--- config.mk ---
export PLATFORM = sky130hd
export DESIGN_NAME = awc_top
export DESIGN_NICKNAME = d
export VERILOG_FILES = /design/src/awc_pkg.sv /design/src/awc_edge.sv /design/src/awc_top.sv
export SDC_FILE = /design/constraint.sdc
export NUM_CORES = 1
export LEC_CHECK = 0
export ABC_AREA = 1
export BUFFER_PORTS_ARGS = -buffer_cell sky130_fd_sc_hd__buf_2
export CAP_MARGIN = 20
export CORE_ASPECT_RATIO = 0.5
export CORE_UTILIZATION = 45
export DETAILED_ROUTE_END_ITERATION = 7
export HOLD_SLACK_MARGIN = 0.1
export PLACE_DENSITY = 0.7
export SKIP_CTS_REPAIR_TIMING = 1
export SLEW_MARGIN = 20
export SYNTH_ARGS = -nofsm -noshare
export SYNTH_HDL_FRONTEND = slang
export SYNTH_SLANG_ARGS = --single-unit
--- constraint.sdc ---
create_clock -name clk -period 4.3 [get_ports clk]
set_input_delay 0.215 -clock clk [delete_from_list [all_inputs] [get_ports clk]]
set_output_delay 0.215 -clock clk [all_outputs]
set_load 0.02 [all_outputs]
--- src/awc_pkg.sv ---
// Contract
// - Master sets ack, then fault-reset edge clears (warning clear needs no ack)
// - Completed clear with no unclearable alarm left moves Fault to switch-on-disabled
// - External clear input rising edge requests clear
// - External input held blocks bus and tool clears
// - No alarm clear during fault reaction
// - Clear refused while any alarm cause remains
// - First error number held; unclearable survives clear
// - Each communication error refreshes leds, state, status
// - Status notification lags the alarm or latched warning itself
// - Latched warnings persist until an accepted clear
// - No warning clear during fault reaction
// - External clear input active suppresses warnings
// - Object writes take effect per attribute code
// - Mapping accepted only for mappable objects
package awc_pkg;

  // ==========================================================
  // Sizes
  localparam int unsigned AWC_NUM_ALARM  = 8;
  localparam int unsigned AWC_NUM_WARN   = 8;
  localparam int unsigned AWC_NOTIFY_LAG = 4;
  localparam int unsigned AWC_NUM_OBJ    = 5;

  // ==========================================================
  // Register byte offsets
  localparam logic [7:0] AWC_OFS_CTRL  = 8'h00;
  localparam logic [7:0] AWC_OFS_CWORD = 8'h04;
  localparam logic [7:0] AWC_OFS_TOOL  = 8'h08;
  localparam logic [7:0] AWC_OFS_STAT  = 8'h0c;
  localparam logic [7:0] AWC_OFS_ALARM = 8'h10;
  localparam logic [7:0] AWC_OFS_WARN  = 8'h14;
  localparam logic [7:0] AWC_OFS_DISP  = 8'h18;
  localparam logic [7:0] AWC_OFS_COMM  = 8'h1c;
  localparam logic [7:0] AWC_OFS_OBJ   = 8'h20;

  // ==========================================================
  // Field positions and reset values
  localparam int unsigned AWC_CTRL_ACK_BIT    = 0;
  localparam int unsigned AWC_CTRL_WLATCH_BIT = 1;
  localparam int unsigned AWC_TOOL_CLR_BIT    = 0;
  localparam int unsigned AWC_CW_FRESET_BIT   = 7;
  localparam logic [1:0]  AWC_CTRL_RST        = 2'h0;
  localparam logic [15:0] AWC_CWORD_RST       = 16'h0000;
  localparam logic [15:0] AWC_OBJ_RST         = 16'h0000;

  // ==========================================================
  // Types
  typedef enum logic [1:0] {
    AWC_ST_SOD,
    AWC_ST_FREACT,
    AWC_ST_FAULT
  } awc_state_t;

  typedef enum logic [2:0] {
    AWC_ATTR_A,
    AWC_ATTR_R,
    AWC_ATTR_P,
    AWC_ATTR_S,
    AWC_ATTR_X
  } awc_attr_t;

  typedef struct packed {
    logic        valid;
    logic        run_led;
    logic        err_led;
    logic [3:0]  esm;
    logic [15:0] al_status;
  } awc_comm_err_t;

  typedef struct packed {
    logic       valid;
    logic       tx;
    logic [2:0] idx;
  } awc_map_req_t;

  // ==========================================================
  // Object table: attribute and mapping flags (bit0 rx, bit1 tx)
  localparam awc_attr_t AWC_OBJ_ATTR [AWC_NUM_OBJ] = '{
    AWC_ATTR_A, AWC_ATTR_R, AWC_ATTR_P, AWC_ATTR_S, AWC_ATTR_X
  };
  localparam logic [1:0] AWC_OBJ_PDO [AWC_NUM_OBJ] = '{
    2'h1, 2'h0, 2'h2, 2'h3, 2'h0
  };

endpackage

--- src/awc_edge.sv ---
`timescale 1ns/1ns
`default_nettype none
module awc_edge import awc_pkg::*; #(
  parameter bit SYNC = 1'b1
) (
  input  wire logic clk,
  input  wire logic rst,
  input  wire logic din,
  output logic      level,
  output logic      rise
);

  // ==========================================================
  // Optional two-stage synchroniser
  logic meta_q;
  logic meta_d;
  logic samp_q;
  logic samp_d;
  logic prev_q;
  logic prev_d;
  logic src;

  generate
    if (SYNC) begin : g_sync
      assign src = samp_q;
    end else begin : g_direct
      assign src = din;
    end
  endgenerate

  always_comb begin
    meta_d = din;
    samp_d = meta_q;
    prev_d = src;
  end

  always_ff @(posedge clk) begin
    if (rst) begin
      meta_q <= 1'b0;
      samp_q <= 1'b0;
      prev_q <= 1'b0;
    end else begin
      meta_q <= meta_d;
      samp_q <= samp_d;
      prev_q <= prev_d;
    end
  end

  // ==========================================================
  // Edge output
  assign level = src;
  assign rise  = src & ~prev_q;

endmodule
`default_nettype wire

--- src/awc_top.sv ---
// Implementation choices: the APB interface to the registers and the register addresses.
`timescale 1ns/1ns
`default_nettype none
module awc_top import awc_pkg::*; #(
  parameter int unsigned NUM_ALARM  = AWC_NUM_ALARM,
  parameter int unsigned NUM_WARN   = AWC_NUM_WARN,
  parameter int unsigned NOTIFY_LAG = AWC_NOTIFY_LAG
) (
  input  wire logic                          clk,
  input  wire logic                          rst,
  input  wire logic                          psel,
  input  wire logic                          penable,
  input  wire logic                          pwrite,
  input  wire logic [7:0]                    paddr,
  input  wire logic [31:0]                   pwdata,
  output logic [31:0]                        prdata,
  output logic                               pready,
  output logic                               pslverr,
  input  wire logic                          ext_alarm_clear_in,
  input  wire logic [NUM_ALARM-1:0]          alarm_cause_i,
  input  wire logic [NUM_ALARM-1:0]          alarm_unclr_i,
  input  wire logic [NUM_ALARM-1:0][7:0]     alarm_code_i,
  input  wire logic                          fault_react_done_i,
  input  wire logic [NUM_WARN-1:0]           warn_cause_i,
  input  wire awc_comm_err_t                 comm_err_i,
  input  wire logic                          pwr_reset_evt_i,
  input  wire logic                          esm_init_preop_i,
  input  wire logic                          esm_preop_safeop_i,
  input  wire awc_map_req_t                  map_req_i,
  output logic                               map_ack_o,
  output logic                               map_ok_o,
  output awc_state_t                         drive_state_o,
  output logic                               alarm_active_o,
  output logic [NUM_WARN-1:0]                warn_o,
  output logic [7:0]                         disp_num_o,
  output logic                               disp_hold_o,
  output logic                               clear_done_o,
  output logic                               led_run_o,
  output logic                               led_err_o,
  output logic [3:0]                         esm_state_o,
  output logic [15:0]                        al_status_o,
  output logic                               al_notify_o
);

  // ==========================================================
  // Parameter check
  generate
    if (NUM_ALARM < 1 || NUM_ALARM > 16 || NUM_WARN < 1 ||
        NUM_WARN > 16 || NOTIFY_LAG < 2) begin : g_bad_param
      $error("awc_top: unsupported parameter value");
    end
  endgenerate

  // ==========================================================
  // Bus decode
  logic        acc;
  logic        wr;
  logic        obj_hit;
  logic [7:0]  obj_ofs;
  logic [2:0]  obj_idx;
  logic        bus_err;
  logic        wr_ctrl;
  logic        wr_cword;
  logic        tool_clr;

  always_comb begin
    acc     = psel & penable;
    wr      = acc & pwrite;
    obj_ofs = paddr - AWC_OFS_OBJ;
    obj_hit = (paddr >= AWC_OFS_OBJ) && (paddr[1:0] == 2'h0) &&
              (obj_ofs[7:2] < 6'(AWC_NUM_OBJ));
    obj_idx = obj_ofs[4:2];
    bus_err = 1'b1;
    if (obj_hit) begin
      bus_err = pwrite && (AWC_OBJ_ATTR[obj_idx] == AWC_ATTR_X);
    end else begin
      case (paddr)
        AWC_OFS_CTRL, AWC_OFS_CWORD, AWC_OFS_TOOL: bus_err = 1'b0;
        AWC_OFS_STAT, AWC_OFS_ALARM, AWC_OFS_WARN, AWC_OFS_DISP,
        AWC_OFS_COMM: bus_err = pwrite;
        default: bus_err = 1'b1;
      endcase
    end
    wr_ctrl  = wr && (paddr == AWC_OFS_CTRL);
    wr_cword = wr && (paddr == AWC_OFS_CWORD);
    tool_clr = wr && (paddr == AWC_OFS_TOOL) && pwdata[AWC_TOOL_CLR_BIT];
  end

  assign pready  = 1'b1;
  assign pslverr = acc & bus_err;

  // ==========================================================
  // Control registers
  logic [1:0]  ctrl_q;
  logic [1:0]  ctrl_d;
  logic [15:0] cword_q;
  logic [15:0] cword_d;

  always_comb begin
    ctrl_d  = wr_ctrl  ? pwdata[1:0]  : ctrl_q;
    cword_d = wr_cword ? pwdata[15:0] : cword_q;
  end

  always_ff @(posedge clk) begin
    if (rst) begin
      ctrl_q  <= AWC_CTRL_RST;
      cword_q <= AWC_CWORD_RST;
    end else begin
      ctrl_q  <= ctrl_d;
      cword_q <= cword_d;
    end
  end

  // ==========================================================
  // Edge detection
  logic ext_lvl;
  logic ext_rise;
  logic cw_rise;

  awc_edge #(.SYNC(1'b1)) u_ext_edge (
    .clk   (clk),
    .rst   (rst),
    .din   (ext_alarm_clear_in),
    .level (ext_lvl),
    .rise  (ext_rise)
  );

  awc_edge #(.SYNC(1'b0)) u_cw_edge (
    .clk   (clk),
    .rst   (rst),
    .din   (cword_q[AWC_CW_FRESET_BIT]),
    .level (),
    .rise  (cw_rise)
  );

  // ==========================================================
  // Clear requests
  logic fb_req;
  logic alm_req;
  logic wrn_req;

  always_comb begin
    fb_req  = ctrl_q[AWC_CTRL_ACK_BIT] & cw_rise;
    alm_req = ext_rise | (~ext_lvl & (fb_req | tool_clr));
    wrn_req = ext_rise | (~ext_lvl & (cw_rise | tool_clr));
  end

  // ==========================================================
  // Alarm latch, display and drive state
  awc_state_t           state_q;
  awc_state_t           state_d;
  logic [NUM_ALARM-1:0] alarm_q;
  logic [NUM_ALARM-1:0] alarm_d;
  logic [7:0]           disp_q;
  logic [7:0]           disp_d;
  logic                 disp_vld_q;
  logic                 disp_vld_d;
  logic                 done_q;
  logic                 done_d;
  logic                 clr_ok;
  logic [NUM_ALARM-1:0] kept;
  logic [7:0]           first_code;

  always_comb begin
    first_code = 8'h00;
    for (int i = NUM_ALARM - 1; i >= 0; i--) begin
      if (alarm_cause_i[i]) begin
        first_code = alarm_code_i[i];
      end
    end
    clr_ok = alm_req && (state_q == AWC_ST_FAULT)
             && (alarm_cause_i == '0);
    kept       = alarm_q & alarm_unclr_i;
    alarm_d    = alarm_q | alarm_cause_i;
    state_d    = state_q;
    disp_d     = disp_q;
    disp_vld_d = disp_vld_q;
    done_d     = 1'b0;
    if (clr_ok) begin
      alarm_d = kept | alarm_cause_i;
      done_d  = 1'b1;
      if (kept == '0) begin
        disp_vld_d = 1'b0;
      end
    end
    if (!disp_vld_d && (alarm_cause_i != '0)) begin
      disp_d     = first_code;
      disp_vld_d = 1'b1;
    end
    case (state_q)
      AWC_ST_SOD: begin
        if (alarm_cause_i != '0) begin
          state_d = AWC_ST_FREACT;
        end
      end
      AWC_ST_FREACT: begin
        if (fault_react_done_i) begin
          state_d = AWC_ST_FAULT;
        end
      end
      AWC_ST_FAULT: begin
        if (clr_ok && kept == '0) begin
          state_d = AWC_ST_SOD;
        end
      end
      default: state_d = AWC_ST_SOD;
    endcase
  end

  always_ff @(posedge clk) begin
    if (rst) begin
      state_q    <= AWC_ST_SOD;
      alarm_q    <= '0;
      disp_q     <= 8'h00;
      disp_vld_q <= 1'b0;
      done_q     <= 1'b0;
    end else begin
      state_q    <= state_d;
      alarm_q    <= alarm_d;
      disp_q     <= disp_d;
      disp_vld_q <= disp_vld_d;
      done_q     <= done_d;
    end
  end

  // ==========================================================
  // Warnings
  logic [NUM_WARN-1:0] warn_q;
  logic [NUM_WARN-1:0] warn_d;
  logic [NUM_WARN-1:0] warn_eff;

  always_comb begin
    warn_eff = ext_lvl ? '0 : warn_cause_i;
    if (!ctrl_q[AWC_CTRL_WLATCH_BIT]) begin
      warn_d = warn_eff;
    end else if (wrn_req && state_q != AWC_ST_FREACT) begin
      warn_d = warn_eff;
    end else begin
      warn_d = warn_q | warn_eff;
    end
  end

  always_ff @(posedge clk) begin
    if (rst) begin
      warn_q <= '0;
    end else begin
      warn_q <= warn_d;
    end
  end

  // ==========================================================
  // Communication status and delayed notification
  awc_comm_err_t       comm_q;
  awc_comm_err_t       comm_d;
  logic [NOTIFY_LAG-1:0] lag_q;
  logic [NOTIFY_LAG-1:0] lag_d;

  always_comb begin
    comm_d       = comm_err_i.valid ? comm_err_i : comm_q;
    comm_d.valid = 1'b0;
    lag_d = {lag_q[NOTIFY_LAG-2:0], (|alarm_q) | (|warn_q)};
  end

  always_ff @(posedge clk) begin
    if (rst) begin
      comm_q <= '0;
      lag_q  <= '0;
    end else begin
      comm_q <= comm_d;
      lag_q  <= lag_d;
    end
  end

  // ==========================================================
  // Objects with immediate or deferred effect
  logic [15:0] obj_q  [AWC_NUM_OBJ];
  logic [15:0] pend_q [AWC_NUM_OBJ];
  logic        pv_q   [AWC_NUM_OBJ];

  generate
    for (genvar g = 0; g < AWC_NUM_OBJ; g++) begin : g_obj
      logic        hit;
      logic        evt;
      logic [15:0] val_d;
      logic [15:0] pnd_d;
      logic        pv_d;
      always_comb begin
        hit = wr && obj_hit && (obj_idx == 3'(g));
        case (AWC_OBJ_ATTR[g])
          AWC_ATTR_R: evt = pwr_reset_evt_i;
          AWC_ATTR_P: evt = esm_init_preop_i;
          AWC_ATTR_S: evt = esm_preop_safeop_i;
          default:    evt = 1'b0;
        endcase
        val_d = obj_q[g];
        pnd_d = pend_q[g];
        pv_d  = pv_q[g];
        if (evt && pv_q[g]) begin
          val_d = pend_q[g];
          pv_d  = 1'b0;
        end
        if (hit && AWC_OBJ_ATTR[g] == AWC_ATTR_A) begin
          val_d = pwdata[15:0];
        end else if (hit && AWC_OBJ_ATTR[g] != AWC_ATTR_X) begin
          pnd_d = pwdata[15:0];
          pv_d  = 1'b1;
        end
      end
      always_ff @(posedge clk) begin
        if (rst) begin
          obj_q[g]  <= AWC_OBJ_RST;
          pend_q[g] <= AWC_OBJ_RST;
          pv_q[g]   <= 1'b0;
        end else begin
          obj_q[g]  <= val_d;
          pend_q[g] <= pnd_d;
          pv_q[g]   <= pv_d;
        end
      end
    end
  endgenerate

  // ==========================================================
  // Mapping check and read data
  logic        map_ack_q;
  logic        map_ack_d;
  logic        map_ok_q;
  logic        map_ok_d;
  logic [31:0] prdata_q;
  logic [31:0] prdata_d;

  always_comb begin
    map_ack_d = map_req_i.valid;
    map_ok_d  = 1'b0;
    if (map_req_i.valid && map_req_i.idx < 3'(AWC_NUM_OBJ)) begin
      map_ok_d = AWC_OBJ_PDO[map_req_i.idx][map_req_i.tx];
    end
    prdata_d = prdata_q;
    if (psel && !penable) begin
      prdata_d = 32'h0000_0000;
      if (obj_hit) begin
        prdata_d = {16'h0000, obj_q[obj_idx]};
      end else begin
        case (paddr)
          AWC_OFS_CTRL:  prdata_d = {30'h0, ctrl_q};
          AWC_OFS_CWORD: prdata_d = {16'h0000, cword_q};
          AWC_OFS_STAT:  prdata_d = {27'h0, ext_lvl, lag_q[NOTIFY_LAG-1],
                                     |alarm_q, state_q};
          AWC_OFS_ALARM: prdata_d = 32'(alarm_q);
          AWC_OFS_WARN:  prdata_d = 32'(warn_q);
          AWC_OFS_DISP:  prdata_d = {23'h0, disp_vld_q, disp_q};
          AWC_OFS_COMM:  prdata_d = {9'h0, comm_q.run_led, comm_q.err_led,
                                     comm_q.esm, 1'b0, comm_q.al_status};
          default:       prdata_d = 32'h0000_0000;
        endcase
      end
    end
  end

  always_ff @(posedge clk) begin
    if (rst) begin
      map_ack_q <= 1'b0;
      map_ok_q  <= 1'b0;
      prdata_q  <= 32'h0000_0000;
    end else begin
      map_ack_q <= map_ack_d;
      map_ok_q  <= map_ok_d;
      prdata_q  <= prdata_d;
    end
  end

  // ==========================================================
  // Outputs
  assign prdata         = prdata_q;
  assign map_ack_o      = map_ack_q;
  assign map_ok_o       = map_ok_q;
  assign drive_state_o  = state_q;
  assign alarm_active_o = |alarm_q;
  assign warn_o         = warn_q;
  assign disp_num_o     = disp_q;
  assign disp_hold_o    = disp_vld_q;
  assign clear_done_o   = done_q;
  assign led_run_o      = comm_q.run_led;
  assign led_err_o      = comm_q.err_led;
  assign esm_state_o    = comm_q.esm;
  assign al_status_o    = comm_q.al_status;
  assign al_notify_o    = lag_q[NOTIFY_LAG-1];

endmodule
`default_nettype wire
### Word level (Yosys, flattened, before mapping)

Memory sizes are Yosys's and may differ from the RTL's.
Cells that the tools add are included.
W data, S select, Z words.

* magnitude comparators: 6
* reductions and logical operators: 42
* mux-type cells: 61
* bitwise operators: 38
* equal/unequal tests: 22
* $add $sub $neg: 1

Operator list (number)
* $mux W16: 17
* $pmux W23 S7: 1
* $mux W8: 12
* $eq A8 B5 Y1 const B: 4
* $logic_not A8 Y1: 3
* $or A8 B8 Y8: 3
* $mux W23: 1
* $logic_and A1 B1 Y1: 22
* $mux W1: 21
* $or A1 B1 Y1: 20
* $eq A8 B4 Y1 const B: 2
* $reduce_or A8 Y1: 2
* $mux W2: 5
* $reduce_and A2 Y1: 5
* $and A1 B1 Y1: 8
* $and A8 B8 Y8: 1
* $eq A8 B3 Y1 const B: 1
* $ge A4 B4 Y1 const B: 2
* $ge A8 B6 Y1 const B: 1
* $not A3 Y4: 2
* $reduce_bool A8 Y1: 1
* $sub A8 B6 Y8 const B: 1
* $eq A3 B2 Y1 const B: 2
* $lt A6 B3 Y1 const B: 1
* other kinds (21): 32

* bits of input ports: 166
* memories: 5
* RAM bits: 165
* output and inout port bits: 80
* bits in read-only memories: 40
* register bits: 110
* word-level logic and storage cells: 195

Memories
* obj_q: depth 5, bits a word 16, rd ports 1, clocked after memory_dff 0, wr ports 5, line awc_top.sv:276 `logic [15:0] obj_q [AWC_NUM_OBJ];`
* pend_q: depth 5, bits a word 16, rd ports 3, clocked after memory_dff 0, wr ports 5, line awc_top.sv:277 `logic [15:0] pend_q [AWC_NUM_OBJ];`
* (no name shown): depth 8, bits a word 3, rd ports 1, clocked after memory_dff 0, wr ports 0, line awc_top.sv:75 `bus_err = pwrite && (AWC_OBJ_ATTR[obj_idx] == AWC_ATTR_X);`
* (no name shown): depth 8, bits a word 2, rd ports 1, clocked after memory_dff 0, wr ports 0, line awc_top.sv:336 `map_ok_d = AWC_OBJ_PDO[map_req_i.idx][map_req_i.tx];`
* pv_q: depth 5, bits a word 1, rd ports 3, clocked after memory_dff 0, wr ports 5, line awc_top.sv:278 `logic pv_q [AWC_NUM_OBJ];`

### Logic depth before layout (Yosys ltp)

* depth after elaboration: 13
* mapped depth: 13
* depth with buffers taken out: 12

### By module

A second synthesis with hierarchy kept.

* cells, all modules: 1294
* area total of the unflattened synthesis: 9850.7 sq um

By module, submodules not included
* awc_top: cells an instance 1279, sequential area each 4864.7 sq um, times used 1, area an instance 9725.6 sq um
* awc_edge at u_ext_edge: cells an instance 10, sequential area each 60.1 sq um, times used 1, area an instance 86.3 sq um
* awc_edge at u_cw_edge: cells an instance 5, sequential area each 20.0 sq um, times used 1, area an instance 38.8 sq um

### Worst setup path before layout

Ideal clock, no wire load.

* kind: input to register
* from: input paddr[5]
* to: memory obj_q[0][0], enable pin
* stages on the path: 7
* library setup time: 414 ps
* path buffers: 1
* data arrival time: 2287 ps
* setup slack: 1599 ps
* required time: 3886 ps
* path through: inv_1 -> ha_1 -> nand3_1 -> nor2_1 -> nand3_1 -> clkbuf_1 -> o31ai_1

RTL lines
* start, declared: line awc_top.sv:14 `input wire logic [7:0] paddr,`
* end, declared: line awc_top.sv:276

### Final worst setup path

* from: input rst
* to: register map_ok_q (netlist: map_ok_o)

* word-level cells in the longest chain between the ends: 1

RTL lines
* start, declared: line awc_top.sv:10 `input wire logic rst,`
* $reduce_or A2 Y1 (no line)
* end signal, assigned: line awc_top.sv:367 `map_ok_q <= map_ok_d;`
* end, declared: line awc_top.sv:327 `logic map_ok_q;`

No other way between the ends.
A chain may end at the register's enable or synchronous reset.

==> flow_metrics.tcl <==
set metrics [dict create \
    grt_pass1_vias 8215 \
    synthDistinctLibCells 36 \
    max_stage_delay_ns 0.64 \
    cp-start-kind "input pin" \
    yosysSeqAreaShare_pct 51.0 \
    peakVddDrop_v 0.000206 \
    fmax_mhz 488 \
    hp-class "in -> reg" \
    fin_cells 1757 \
    detailroute.via_count 9163 \
    cp.required_ns 4.73 \
    critical_path_class "in -> reg" \
    synth_common_cells "210 x nor2_1, 203 x nand2_1, 151 x dfxtp_1" \
    synth.avg_cell_area_um2 7.89 \
    yosysWarnings 0 \
    crit_fanout 67 \
    io-pin-count 246 \
    crit_path_end_kind "register" \
    grt_use_total_pct 24.0 \
    ys.flop_type "dfxtp_1" \
    synth_most_common_cell "nor2_1" \
    wl_mm 28.3 \
    nets 1637 \
    cts_tree "yes" \
    synth-seq-cells 215 \
    grt_pass1_wl_mm 42.3 \
    port_buffers 218 \
    antenna_cells 0 \
    status "completed" \
    power_density_nw_per_um2 374 \
    yosysTopAreaCellShare_pct 31.2 \
    cp_num_buf_inv 5 \
    first_iter_violations 947 \
    finalSetupViolCount 0 \
    p_leak_nw 5.30 \
    hold_violations 0 \
    cp_cell_sequence "buf_2, inv_2, buf_4, nand2_1, inv_1, o211ai_1, a21oi_1, dlygate4sd3_1" \
    fin_crit_ns 2.05 \
    place_inst 1659 \
    max_slew_margin_pct 37.5 \
    antenna_found_initial 0 \
    hpwlAfterDp_mm 19.6 \
    drc 0 \
    post-route-util_pct 57.9 \
    die_h_um 106 \
    min_period_over_period_pct 47.6 \
    gp_congestion 0.817 \
    async_reset_ff_share_pct 0 \
    cap_viol_max_count 0 \
    synth_top_area_cell "dfxtp_1" \
    core_um2 20800 \
    stdcell_area_um2 12100 \
    cts_buffer_depth 3 \
    worstMarginPinSlew_ns 0.936 \
    die_w_um 210 \
    cp_top_family "buffers and inverters" \
    slew_violations 0 \
    arrival_ns 2.48 \
    die-area_um2 22200 \
    synthCells 1228 \
    drtAntennaViolNets 0 \
    htreeDepth 1 \
    dpl_cell_area_um2 10800 \
    grt_max_degree 68 \
    slowest_stage "buf_4" \
    setup_tns_ns 0 \
    path_clk_slew_ns 0.06 \
    cts_inserted_buffers 21 \
    dr.pass1.iters 6 \
    syn_area_um2 9690 \
    cts_sinks 215 \
    rows 37 \
    grt_overflow 0 \
    wl_per_cell_um 16.1 \
    initial_core_util_pct 46.5 \
    cts-root-buf "clkbuf_16" \
    rsz0062_at_grt "no" \
    synth_edf_count 64 \
    drive_gt1_share_pct 20.1 \
    synth_area_leaders "dfxtp_1 31%, edfxtp_1 20%, nor2_1 8.1%" \
    area_delta_synth_final_pct 24.5 \
    finalPower_mw 4.52 \
    clock_latency_ns 0.50 \
    skew_ns 0.00833 \
    via_per_inst 5.22 \
]
placed cells by master (no fill, tap or decap), types with 35 or more instances in the layout:
master,netlist,routed
inv_1,126,125
o21ai_0,75,75
a21oi_1,123,123
dlygate4sd3_1,0,61
o21ai_1,35,35
nand3_1,57,57
edfxtp_1,64,64
dfxtp_1,151,151
buf_2,11,218
nand2_1,203,203
nor2_1,210,209
final cells by class:
class / count / area, um2
well taps: 273 / 342
repair buffers: 284 / 1740
clock buffers: 27 / 588
inverters: 138 / 518
multi-input cells: 810 / 3860
clock inverters: 10 / 80.1
flip-flops and latches: 215 / 4940
fillers: 1865 / 8760
final timing paths:
check | end | from | cells after the start | slack (ns)
setup / recovery | map_ok_o$_SDFF_PP0_ | rst | 8 | 2.25
hold / removal | pend_q[1][3]$_SDFFE_PP0P_ | pwdata[3] | 3 | 0.09
hold reg to reg | u_ext_edge.level$_SDFF_PP0_ | u_ext_edge.meta_q$_SDFF_PP0_ | 2 | 0.41
setup reg to reg | alarm_q[3]$_SDFF_PP0_ | drive_state_o[1]$_SDFFE_PP0P_ | 7 | 2.89
logic make-up after synthesis:
group                      synth area share [%]
adders and majority gates                 0.129
and+or+nand+nor                            22.0
buffers and inverters                      9.59
other                                    0.0775
AOI/OAI and AO/OA                          17.2
DFF                                        51.0
state kept, by name, summed over array words and instances, names as in the netlist, 2 cells and up:
signal	count
al_status_o	16
alarm_q	8
ctrl_q	2
cword_q	16
disp_num_o	8
drive_state_o	2
esm_state_o	4
lag_q	4
obj_q	64
pend_q	48
prdata	22
pv_q	3
warn_o	8
worst reg2reg max path, cell delays in order (launching register included):
cell     delay [ns]
dfxtp_1        0.42
inv_1          0.08
nor2_1         0.13
inv_1          0.06
nor3_2         0.17
nand2_1        0.22
nand2_1        0.11
a21oi_1        0.07
where the power goes:
group / internal [mW] / switching, mW / total, mW
Sequential: 2.16 / 0.0472 / 2.20
Clock: 1.03 / 0.774 / 1.80
Combinational: 0.190 / 0.322 / 0.512
Total: 3.37 / 1.14 / 4.52
metrics by stage:
step           hold WS (ns)  worst slack, ns
6_report             0.0892             2.25
5_1_grt               0.104             2.05
4_1_cts              -0.108             2.42
3_5_place_dp          0.401             1.92
3_3_place_gp          0.400             1.98
2_1_floorplan         0.305             1.60
routing by layer:
| layer | part of all wire, % | vias up | track usage [%] | wire length (um) |
|---|---|---|---|---|
| li1 | - | 4506 | - | - |
| met1 | 44 | 4193 | 32.3 | 12400 |
| met2 | 46 | 396 | 40.1 | 12900 |
| met3 | 7.5 | 68 | 4.20 | 2130 |
| met4 | 3.0 | 0 | 6.05 | 847 |
| met5 | 0 | - | 0 | 0 |
Power figures use the tool's default switching activity.
